==> config.mk <==
export PLATFORM = sky130hd
export DESIGN_NAME = battery_power_output_control
export DESIGN_NICKNAME = d
export VERILOG_FILES = /design/src/pwr_out_pkg.sv /design/src/sync2.sv /design/src/battery_power_output_control.sv
export SDC_FILE = /design/constraint.sdc
export NUM_CORES = 1
export LEC_CHECK = 0
export BUFFER_PORTS_ARGS = -buffer_cell sky130_fd_sc_hd__buf_2
export CAP_MARGIN = 20
export CELL_PAD_IN_SITES_DETAIL_PLACEMENT = 0
export CELL_PAD_IN_SITES_GLOBAL_PLACEMENT = 1
export CORE_ASPECT_RATIO = 1.4
export CORE_UTILIZATION = 40
export DETAILED_ROUTE_END_ITERATION = 7
export GPL_TIMING_DRIVEN = 1
export PLACE_DENSITY_LB_ADDON = 0.25
export SLEW_MARGIN = 10
export SYNTH_ARGS = -nofsm -noshare
export SYNTH_HDL_FRONTEND = slang
export SYNTH_SLANG_ARGS = --single-unit
==> constraint.sdc <==
create_clock -name clk -period 1.7 [get_ports clk]
set_input_delay 0.17 -clock clk [delete_from_list [all_inputs] [get_ports clk]]
set_output_delay 0.17 -clock clk [all_outputs]
set_load 0.05 [all_outputs]
==> src/pwr_out_pkg.sv <==
// Purpose: shared constants for the battery power and output control block
// Assumes: 40 MHz clock
// Notes: output index order is charging, end discharge, backup low, dc valid, gauge, fault
package pwr_out_pkg;
	localparam int NUM_OUT = 6;
	localparam int NUM_PINS = 7;
	localparam logic [5:0] MASK_RESET = 6'h00;
	localparam logic [6:0] DRIVE_RESET = 7'h00;
	localparam int IDX_CHG = 0;
	localparam int IDX_EDV = 1;
	localparam int IDX_BCL = 2;
	localparam int IDX_DCV = 3;
	localparam int IDX_GGN = 4;
	localparam int IDX_SBF = 5;
	localparam int IDX_AUX = 6;
	localparam int SW_FILTER_NS = 1000;
	localparam int CLK_PERIOD_NS = 25;
	localparam int SW_FILTER_CYC = (SW_FILTER_NS + CLK_PERIOD_NS - 1) / CLK_PERIOD_NS;
	localparam logic [5:0] SW_CNT_RESET = 6'h00;
	typedef enum logic [1:0] {
		CHG_IDLE,
		CHG_ARMED,
		CHG_ACTIVE
	} charge_state_type;
endpackage

==> src/sync2.sv <==
// Purpose: two flip-flop synchroniser for pin levels
// Assumes: async low reset, value at reset given by parameter
// Notes: first stage read only by second stage
`timescale 1ns/1ps
module sync2 #(
	parameter int W = 1,
	parameter logic [W-1:0] INIT = '0
) (
	input wire logic clk,
	input wire logic rst_n,
	input wire logic [W-1:0] d,
	output logic [W-1:0] q
);
	logic [W-1:0] meta_r;
	always_ff @(posedge clk or negedge rst_n) begin
		if (!rst_n) begin
			meta_r <= INIT;
			q <= INIT;
		end else begin
			meta_r <= d;
			q <= meta_r;
		end
	end
endmodule

==> src/battery_power_output_control.sv <==
// Purpose: system power switching, charge gating, backup status and annunciator outputs
// Assumes: single 40 MHz clock, host controls as plain ports, command pulses one cycle
// Notes: charge timing and termination arithmetic live outside; only their end event enters here
//
// What this block does
// - commanded charge waits for a charge command, starts only with dc valid high
// - charge command ignored while system power bit is low
// - commanded charge ends like dc-initiated one, and on abort command
// - abort command clears battery removed bit
// - power-off command clears system power bit; then a dc valid rising edge starts charging
// - power on means host-commanded charge; power off means dc-initiated charge
// - backup cell low bit follows the below-threshold comparator input
// - switch press with power off sets power, enables supply, stops charge, interrupts
// - switch press with power on only raises interrupt and flag
// - supply enable stays asserted while system power bit is one
// - seven open-drain outputs, six selectable host or status source
// - mask bit one makes output follow its status bit always
// - mask bit zero drives output from output drive register bit
// - in system-off, status outputs follow, host outputs hold last value
// - host writes to drive register change host outputs while powered
// - status word reports each status-driven annunciator state
// - charge ends, gauge invalid set, on dc loss, removal, fault, power change
// - charging only with dc valid high and charge enable written one
`timescale 1ns/1ps
module battery_power_output_control (
	input wire logic clk,
	input wire logic rst_n,
	input wire logic pwrSwitch_n,
	input wire logic dcValidIn,
	input wire logic backupBelowIn,
	input wire logic batteryRemovedIn,
	input wire logic batteryFaultIn,
	input wire logic endDischargeIn,
	input wire logic gaugeThresholdIn,
	input wire logic fullChargeDone,
	input wire logic chargeEnable,
	input wire logic chargeCmd,
	input wire logic abortCmd,
	input wire logic powerOffCmd,
	input wire logic irqClear,
	input wire logic driveWrite,
	input wire logic [6:0] driveData,
	input wire logic [5:0] sourceMask,
	output logic systemPower,
	output logic supplyEnable_n,
	output logic irq_n,
	output logic irqFlag,
	output logic chargingFlag,
	output logic batteryRemoved,
	output logic gaugeInvalid,
	output logic backupCellLow,
	output logic [5:0] statusWord,
	output logic [6:0] pinOut,
	output logic [6:0] pinOe_n
);
	// ----------------------------------------
	// reset and input synchronisers
	// ----------------------------------------
	logic rstMeta_r;
	logic rstSync_r;
	always_ff @(posedge clk or negedge rst_n) begin
		if (!rst_n) begin
			rstMeta_r <= 1'b0;
			rstSync_r <= 1'b0;
		end else begin
			rstMeta_r <= 1'b1;
			rstSync_r <= rstMeta_r;
		end
	end
	logic [6:0] pinsSync;
	sync2 #(.W(7), .INIT(7'h01)) inSync (
		.clk(clk),
		.rst_n(rstSync_r),
		.d({gaugeThresholdIn, endDischargeIn, batteryFaultIn, batteryRemovedIn, backupBelowIn, dcValidIn,
			pwrSwitch_n}),
		.q(pinsSync)
	);
	logic swLevel_n;
	logic dcValid;
	logic bcBelow;
	logic remIn;
	logic faultIn;
	logic edvIn;
	logic ggnIn;
	assign swLevel_n = pinsSync[0];
	assign dcValid = pinsSync[1];
	assign bcBelow = pinsSync[2];
	assign remIn = pinsSync[3];
	assign faultIn = pinsSync[4];
	assign edvIn = pinsSync[5];
	assign ggnIn = pinsSync[6];

	// ----------------------------------------
	// shared decode
	// ----------------------------------------
	function automatic logic swAtEnd(input logic [5:0] cnt);
		swAtEnd = (cnt == 6'(pwr_out_pkg::SW_FILTER_CYC - 1));
	endfunction
	function automatic logic isActive(input pwr_out_pkg::charge_state_type st);
		isActive = (st == pwr_out_pkg::CHG_ACTIVE);
	endfunction

	// ----------------------------------------
	// power switch filter
	// ----------------------------------------
	// a press is a low level held for the filter time; bounce cannot toggle power twice
	logic [5:0] swCnt_r;
	logic swDone_r;
	logic press;
	always_ff @(posedge clk or negedge rstSync_r) begin
		if (!rstSync_r) begin
			swCnt_r <= pwr_out_pkg::SW_CNT_RESET;
			swDone_r <= 1'b0;
		end else if (swLevel_n) begin
			swCnt_r <= pwr_out_pkg::SW_CNT_RESET;
			swDone_r <= 1'b0;
		end else if (!swDone_r) begin
			if (swAtEnd(swCnt_r)) begin
				swDone_r <= 1'b1;
			end else begin
				swCnt_r <= swCnt_r + 6'h01;
			end
		end
	end
	assign press = !swLevel_n && !swDone_r && swAtEnd(swCnt_r);

	// ----------------------------------------
	// system power and interrupt
	// ----------------------------------------
	logic powerChange;
	assign powerChange = (press && !systemPower) || (powerOffCmd && systemPower);
	always_ff @(posedge clk or negedge rstSync_r) begin
		if (!rstSync_r) begin
			systemPower <= 1'b0;
		end else if (press && !systemPower) begin
			systemPower <= 1'b1;
		end else if (powerOffCmd) begin
			systemPower <= 1'b0;
		end
	end
	always_ff @(posedge clk or negedge rstSync_r) begin
		if (!rstSync_r) begin
			supplyEnable_n <= 1'b1;
		end else begin
			supplyEnable_n <= !((press && !systemPower) || (systemPower && !powerOffCmd));
		end
	end
	// set wins over a same-cycle clear
	always_ff @(posedge clk or negedge rstSync_r) begin
		if (!rstSync_r) begin
			irqFlag <= 1'b0;
			irq_n <= 1'b1;
		end else if (press) begin
			irqFlag <= 1'b1;
			irq_n <= 1'b0;
		end else if (irqClear) begin
			irqFlag <= 1'b0;
			irq_n <= 1'b1;
		end
	end

	// ----------------------------------------
	// charge action control
	// ----------------------------------------
	pwr_out_pkg::charge_state_type chgState_r;
	pwr_out_pkg::charge_state_type chgState_nxt;
	logic endFault;
	logic startOk;
	logic dcValidPrev_r;
	assign endFault = !dcValid || remIn || faultIn || powerChange;
	assign startOk = dcValid && chargeEnable && !remIn && !faultIn;
	always_comb begin
		chgState_nxt = chgState_r;
		case (chgState_r)
			pwr_out_pkg::CHG_IDLE: begin
				if (systemPower && chargeCmd && !powerChange) begin
					chgState_nxt = pwr_out_pkg::CHG_ARMED;
				end else if (!systemPower && !powerChange && startOk && !dcValidPrev_r) begin
					chgState_nxt = pwr_out_pkg::CHG_ACTIVE;
				end
			end
			pwr_out_pkg::CHG_ARMED: begin
				if (abortCmd || powerChange || remIn || faultIn) begin
					chgState_nxt = pwr_out_pkg::CHG_IDLE;
				end else if (startOk) begin
					chgState_nxt = pwr_out_pkg::CHG_ACTIVE;
				end
			end
			pwr_out_pkg::CHG_ACTIVE: begin
				if (endFault || abortCmd || fullChargeDone || !chargeEnable) begin
					chgState_nxt = pwr_out_pkg::CHG_IDLE;
				end
			end
			default: chgState_nxt = pwr_out_pkg::CHG_IDLE;
		endcase
	end
	always_ff @(posedge clk or negedge rstSync_r) begin
		if (!rstSync_r) begin
			dcValidPrev_r <= 1'b0;
		end else begin
			dcValidPrev_r <= dcValid;
		end
	end
	always_ff @(posedge clk or negedge rstSync_r) begin
		if (!rstSync_r) begin
			chgState_r <= pwr_out_pkg::CHG_IDLE;
		end else begin
			chgState_r <= chgState_nxt;
		end
	end
	always_ff @(posedge clk or negedge rstSync_r) begin
		if (!rstSync_r) begin
			chargingFlag <= 1'b0;
		end else begin
			chargingFlag <= isActive(chgState_nxt);
		end
	end
	always_ff @(posedge clk or negedge rstSync_r) begin
		if (!rstSync_r) begin
			gaugeInvalid <= 1'b0;
		end else if (isActive(chgState_r) && endFault) begin
			gaugeInvalid <= 1'b1;
		end else if (isActive(chgState_r) && fullChargeDone) begin
			gaugeInvalid <= 1'b0;
		end
	end
	// removal is sticky; a fresh removal wins over an abort in the same cycle
	always_ff @(posedge clk or negedge rstSync_r) begin
		if (!rstSync_r) begin
			batteryRemoved <= 1'b0;
		end else if (remIn) begin
			batteryRemoved <= 1'b1;
		end else if (abortCmd) begin
			batteryRemoved <= 1'b0;
		end
	end
	always_ff @(posedge clk or negedge rstSync_r) begin
		if (!rstSync_r) begin
			backupCellLow <= 1'b0;
		end else begin
			backupCellLow <= bcBelow;
		end
	end

	// ----------------------------------------
	// annunciator and host outputs
	// ----------------------------------------
	logic [5:0] statusBits;
	logic [6:0] drive_r;
	logic [6:0] level;
	assign statusBits = {faultIn, ggnIn, dcValid, bcBelow, edvIn, isActive(chgState_nxt)};
	// writes taken whenever offered; off state simply sees none, so values hold
	always_ff @(posedge clk or negedge rstSync_r) begin
		if (!rstSync_r) begin
			drive_r <= pwr_out_pkg::DRIVE_RESET;
		end else if (driveWrite) begin
			drive_r <= driveData;
		end
	end
	always_comb begin
		level[pwr_out_pkg::IDX_AUX] = drive_r[pwr_out_pkg::IDX_AUX];
		for (int i = 0; i < pwr_out_pkg::NUM_OUT; i++) begin
			level[i] = sourceMask[i] ? statusBits[i] : drive_r[i];
		end
	end
	// open drain: oe low pulls pin low, high releases it
	always_ff @(posedge clk or negedge rstSync_r) begin
		if (!rstSync_r) begin
			pinOut <= 7'h00;
			pinOe_n <= 7'h7f;
			statusWord <= 6'h00;
		end else begin
			pinOut <= 7'h00;
			pinOe_n <= ~level;
			statusWord <= statusBits;
		end
	end

	// ----------------------------------------
	// checks
	// ----------------------------------------
	supply_follows_a: assert property (@(posedge clk) disable iff (!rstSync_r)
		supplyEnable_n == !systemPower) else $error("supply enable not matching power bit");
	press_on_a: assert property (@(posedge clk) disable iff (!rstSync_r)
		(press && !systemPower) |=> (systemPower && irqFlag && !irq_n && !chargingFlag))
		else $error("press from off did not power up");
	press_irq_a: assert property (@(posedge clk) disable iff (!rstSync_r)
		(press && systemPower && !powerOffCmd) |=> (systemPower && irqFlag && !irq_n))
		else $error("press while on did not interrupt");
	flag_hold_a: assert property (@(posedge clk) disable iff (!rstSync_r)
		(irqFlag && !irqClear) |=> irqFlag) else $error("interrupt flag dropped");
	off_cmd_a: assert property (@(posedge clk) disable iff (!rstSync_r)
		(powerOffCmd && !(press && !systemPower)) |=> !systemPower) else $error("power off ignored");
	ignore_cmd_a: assert property (@(posedge clk) disable iff (!rstSync_r)
		(!systemPower && chgState_r == pwr_out_pkg::CHG_IDLE && !dcValid) |=> !chargingFlag)
		else $error("charge started while off without dc");
	abort_ends_a: assert property (@(posedge clk) disable iff (!rstSync_r)
		(abortCmd && chgState_r != pwr_out_pkg::CHG_IDLE) |=> !chargingFlag) else $error("abort not honoured");
	abort_clear_a: assert property (@(posedge clk) disable iff (!rstSync_r)
		(abortCmd && !remIn) |=> !batteryRemoved) else $error("removed bit not cleared");
	charge_gate_a: assert property (@(posedge clk) disable iff (!rstSync_r)
		chargingFlag |-> $past(dcValid) && $past(chargeEnable)) else $error("charging without dc or enable");
	dc_loss_a: assert property (@(posedge clk) disable iff (!rstSync_r)
		(chgState_r == pwr_out_pkg::CHG_ACTIVE && !dcValid) |=> (gaugeInvalid && !chargingFlag))
		else $error("dc loss did not end charge");
	pin_source_a: assert property (@(posedge clk) disable iff (!rstSync_r)
		sourceMask[pwr_out_pkg::IDX_DCV] |=> pinOe_n[pwr_out_pkg::IDX_DCV] == !$past(dcValid))
		else $error("status output wrong");
	backup_low_a: assert property (@(posedge clk) disable iff (!rstSync_r)
		bcBelow |=> backupCellLow) else $error("backup low not set");
	cmd_ignored_a: assert property (@(posedge clk) disable iff (!rstSync_r)
		(!systemPower && chargeCmd && chgState_r == pwr_out_pkg::CHG_IDLE) |=> chgState_r != pwr_out_pkg::CHG_ARMED)
		else $error("charge command taken while off");
	cmd_only_a: assert property (@(posedge clk) disable iff (!rstSync_r)
		(systemPower && !chargeCmd && chgState_r == pwr_out_pkg::CHG_IDLE) |=> !chargingFlag)
		else $error("charge started while on without command");
	armed_wait_a: assert property (@(posedge clk) disable iff (!rstSync_r)
		(chgState_r == pwr_out_pkg::CHG_ARMED && !dcValid) |=> !chargingFlag)
		else $error("armed charge started without dc");
	remove_ends_a: assert property (@(posedge clk) disable iff (!rstSync_r)
		(isActive(chgState_r) && remIn) |=> (gaugeInvalid && !chargingFlag))
		else $error("removal did not end charge");
	fault_ends_a: assert property (@(posedge clk) disable iff (!rstSync_r)
		(isActive(chgState_r) && faultIn) |=> (gaugeInvalid && !chargingFlag))
		else $error("fault did not end charge");
	off_ends_a: assert property (@(posedge clk) disable iff (!rstSync_r)
		(isActive(chgState_r) && systemPower && powerOffCmd) |=> (gaugeInvalid && !chargingFlag))
		else $error("power change did not end charge");
	host_pin_a: assert property (@(posedge clk) disable iff (!rstSync_r)
		!sourceMask[pwr_out_pkg::IDX_EDV] |=> pinOe_n[pwr_out_pkg::IDX_EDV] == !$past(drive_r[pwr_out_pkg::IDX_EDV]))
		else $error("host output wrong");
	aux_pin_a: assert property (@(posedge clk) disable iff (!rstSync_r)
		1'b1 |=> pinOe_n[pwr_out_pkg::IDX_AUX] == !$past(drive_r[pwr_out_pkg::IDX_AUX]))
		else $error("aux output wrong");
	drive_hold_a: assert property (@(posedge clk) disable iff (!rstSync_r)
		!driveWrite |=> drive_r == $past(drive_r))
		else $error("drive register changed without write");
	dc_status_a: assert property (@(posedge clk) disable iff (!rstSync_r)
		1'b1 |=> statusWord[pwr_out_pkg::IDX_DCV] == $past(dcValid))
		else $error("status word dc bit wrong");
	backup_clear_a: assert property (@(posedge clk) disable iff (!rstSync_r)
		!bcBelow |=> !backupCellLow)
		else $error("backup low not cleared");
	cmd_charge_c: cover property (@(posedge clk) disable iff (!rstSync_r)
		chgState_r == pwr_out_pkg::CHG_ARMED ##[1:20] chargingFlag);
	power_up_c: cover property (@(posedge clk) disable iff (!rstSync_r) press && !systemPower);
	dc_charge_c: cover property (@(posedge clk) disable iff (!rstSync_r) !systemPower && chargingFlag);
	remove_c: cover property (@(posedge clk) disable iff (!rstSync_r) batteryRemoved && abortCmd);
endmodule

==> impl_metrics.env <==
export IMPL_outcome="finished, final reports clean"
export IMPL_powerDensity_nw_per_um2=1050
export IMPL_clk_pin_slew_ps=80
export IMPL_setup_viol=0
export IMPL_finalHoldViolations=0
export IMPL_start_util=0.418
export IMPL_startpoint="swCnt_r[0]"
export IMPL_cts_tree="yes"
export IMPL_synthTopCellsByArea="dfrtp_1 53%, dfstp_2 15%, buf_4 4.0%"
export IMPL_min_path_cells=2
export IMPL_required_ps=1890
export IMPL_fp_row_count=29
export IMPL_grt_pass1_vias=1214
export IMPL_synth_largest_area_cell="dfrtp_1"
export IMPL_drtIter0Drc=50
export IMPL_period_share=0.849
export IMPL_die_width_um=60.2
export IMPL_vdd_ir_drop_worst_mv=0.619
export IMPL_seq_area_frac_synth=0.680
export IMPL_synthArstFlopShare=1.00
export IMPL_r2r_end="swCnt_r[1]"
export IMPL_maxSlewViolCount=0
export IMPL_placed_cells=242
export IMPL_insertion_delay_ps=300
export IMPL_gp_congestion=0.875
export IMPL_io_buffers=49
export IMPL_grt_pass1_wl_um=5310
export IMPL_synth_top_family_by_area="simple AND/OR/NAND/NOR gates"
export IMPL_pre_cts_slack_ps=264
export IMPL_post_route_min_period_ps=1440
export IMPL_n_antenna_cell=0
export IMPL_synth_xor_area_frac=0.0231
export IMPL_antenna_found_initial=0
export IMPL_setup_tns_ps=0
export IMPL_endpoint="swCnt_r[1]"
export IMPL_core_sq_um=4540
export IMPL_io_pins=57
export IMPL_r2r_setup_slack_ps=260
export IMPL_ctsRootBufferMaster="clkbuf_8"
export IMPL_min_path_type="input pin to flip-flop"
export IMPL_dieArea_sq_um=5030
export IMPL_postLayoutSetupSlackWorst_ps=257
export IMPL_via_per_inst=4.51
export IMPL_fmax_ghz=0.693
export IMPL_synth_adder_area_share=0.00660
export IMPL_grt_setup_unrepaired="no"
export IMPL_crit_path_end_kind="flip-flop"
export IMPL_final_cells=258
export IMPL_netlist_area_sq_um=1900
export IMPL_synth_top_area_frac=0.528
export IMPL_cp_arrival_ps=1630
export IMPL_wl_per_cell_um=12.3
export IMPL_synthDistinctLibCells=40
export IMPL_p_leak_nw=1.13
export IMPL_path_max_fanout=5
export IMPL_cts_buffers=5
export IMPL_synth_mux_area_fraction=0.0745
export IMPL_synth_seq_cells=51
export IMPL_vias=1163
export IMPL_clockBufferDepth=2
export IMPL_firstDrtPassIters=4
export IMPL_synthCells=135
export IMPL_drive_gt1_frac=0.413
export IMPL_area_growth_pct=25.7
export IMPL_grt_max_degree=23
export IMPL_post_cts_buffers=0
export IMPL_rr_startpoint="swCnt_r[0]"
export IMPL_dp_hpwl_um=2450
export IMPL_critical_path_class="flip-flop to flip-flop"
export IMPL_overflow=0
export IMPL_ant_nets=0
export IMPL_final_setup_skew_ps=4.30
export IMPL_routed_wl_um=3170
export IMPL_yosysWarnings=0
export IMPL_synth_ff_type="dfrtp_1"
export IMPL_startpoint_type="flip-flop"
export IMPL_synth_compound_area_frac=0.0673
export IMPL_clock_sinks=51
export IMPL_maxCapViolations=0
export IMPL_synthSimpleGateAreaFrac=0.0844
export IMPL_reg2reg_depth=5
export IMPL_fp_dieH_um=83.5
export IMPL_avgSynthCellArea_sq_um=14.1
export IMPL_drc=0
export IMPL_synth_edf_count=0
export IMPL_track_usage=0.144
export IMPL_ctsHtreeMaxLevel=2
export IMPL_nets=225
==> cell usage after synthesis (2+ instances only) <==
cell type	instances
xnor2_1	5
o21ai_1	2
nand3_1	2
conb_1	2
dfstp_2	11
a21oi_1	2
dfrtp_1	40
o21a_1	2
buf_4	10
nand2_1	2
mux2i_1	6
mux2_1	5
nor2_1	11
a311oi_1	2
inv_1	8
==> cell type report <==
class | instances | area [sq um]
fillers | 409 | 2150
repair buffers | 59 | 353
flip-flops and latches | 51 | 1290
clock buffers | 6 | 82.6
multi-input cells | 70 | 515
inverters | 8 | 30.0
well taps | 62 | 77.6
clock inverters | 2 | 35.0
==> through the flow <==
stage                     cell area (sq um)  hold slack, ps   util  total power [mW]
after floorplan                        1920            -126      -              1.60
after global placement                 2190           -44.0  0.482              1.67
after detailed placement               2190           -39.8  0.482              1.68
after CTS                              2380            3.50  0.526              2.54
after global routing                   2380            9.17  0.526              2.61
final                                  2380            17.9  0.526              2.50
==> report_power, final <==
part	leakage [nW]	internal [mW]	switching [mW]
Sequential	0.606	1.30	0.0445
Clock	0.0612	0.476	0.361
Combinational	0.464	0.100	0.219
Total	1.13	1.87	0.624
==> registers in the layout, indices dropped and copies added (netlist names), 2 cells and up <==
signal / flops
inSync.q: 7
inSync.meta_r: 7
swCnt_r: 6
pinOe_n: 7
drive_r: 7
statusWord: 6
chgState_r: 2
==> placed cells by master (no fill, tap or decap), types with 2 or more instances in the layout <==
cell type and count:
o21a_1 2, nor2_1 11, dfrtp_1 39, mux2i_1 6, dlygate4sd3_1 8, inv_1 8
a21oi_1 2, o21ai_1 2, nand3_1 2, a311oi_1 2, conb_1 8, mux2_1 5
buf_2 49, clkbuf_8 6, xnor2_1 5, nand2_1 2, dfstp_2 11
==> cells by family after synthesis <==
kind of cell / after synthesis
compound gates: 16
mux: 13
fa+ha+maj: 1
flops: 51
buf+inv: 20
simple gates: 27
other cells: 2
xor+xnor: 5
==> timing repair <==
action                                  4_1_cts  5_1_grt
endpoints found under the hold margin         9        0
resized for setup                             0        0
hold buffers                                  8        0
endpoints found under the setup margin        0        0
==> per-layer routing <==
| layer | up-vias | global-route usage | share of wire |
|---|---|---|---|
| met5 | - | 0 | 0 |
| met2 | 28 | 0.241 | 0.56 |
| met3 | 6 | 0.0403 | 0.040 |
| met1 | 571 | 0.165 | 0.38 |
| met4 | 0 | 0.0677 | 0.015 |
| li1 | 558 | - | - |
==> how the worst min path moves through the flow <==
stage	startpoint	to
floorplan	rst_n	rstMeta_r
global placement	rst_n	rstMeta_r
detailed placement	rst_n	rstMeta_r
CTS	sourceMask[1]	pinOe_n[1]
global route	sourceMask[5]	pinOe_n[5]
finish	sourceMask[1]	pinOe_n[1]
==> critical path, cell delays in order (launching register included) <==
cell and delay [ps]:
dfrtp_1 420, ha_1 220, and2_4 180, a31oi_2 250
mux2i_1 210, nor2_1 50
(Power assumes the default switching activity.)
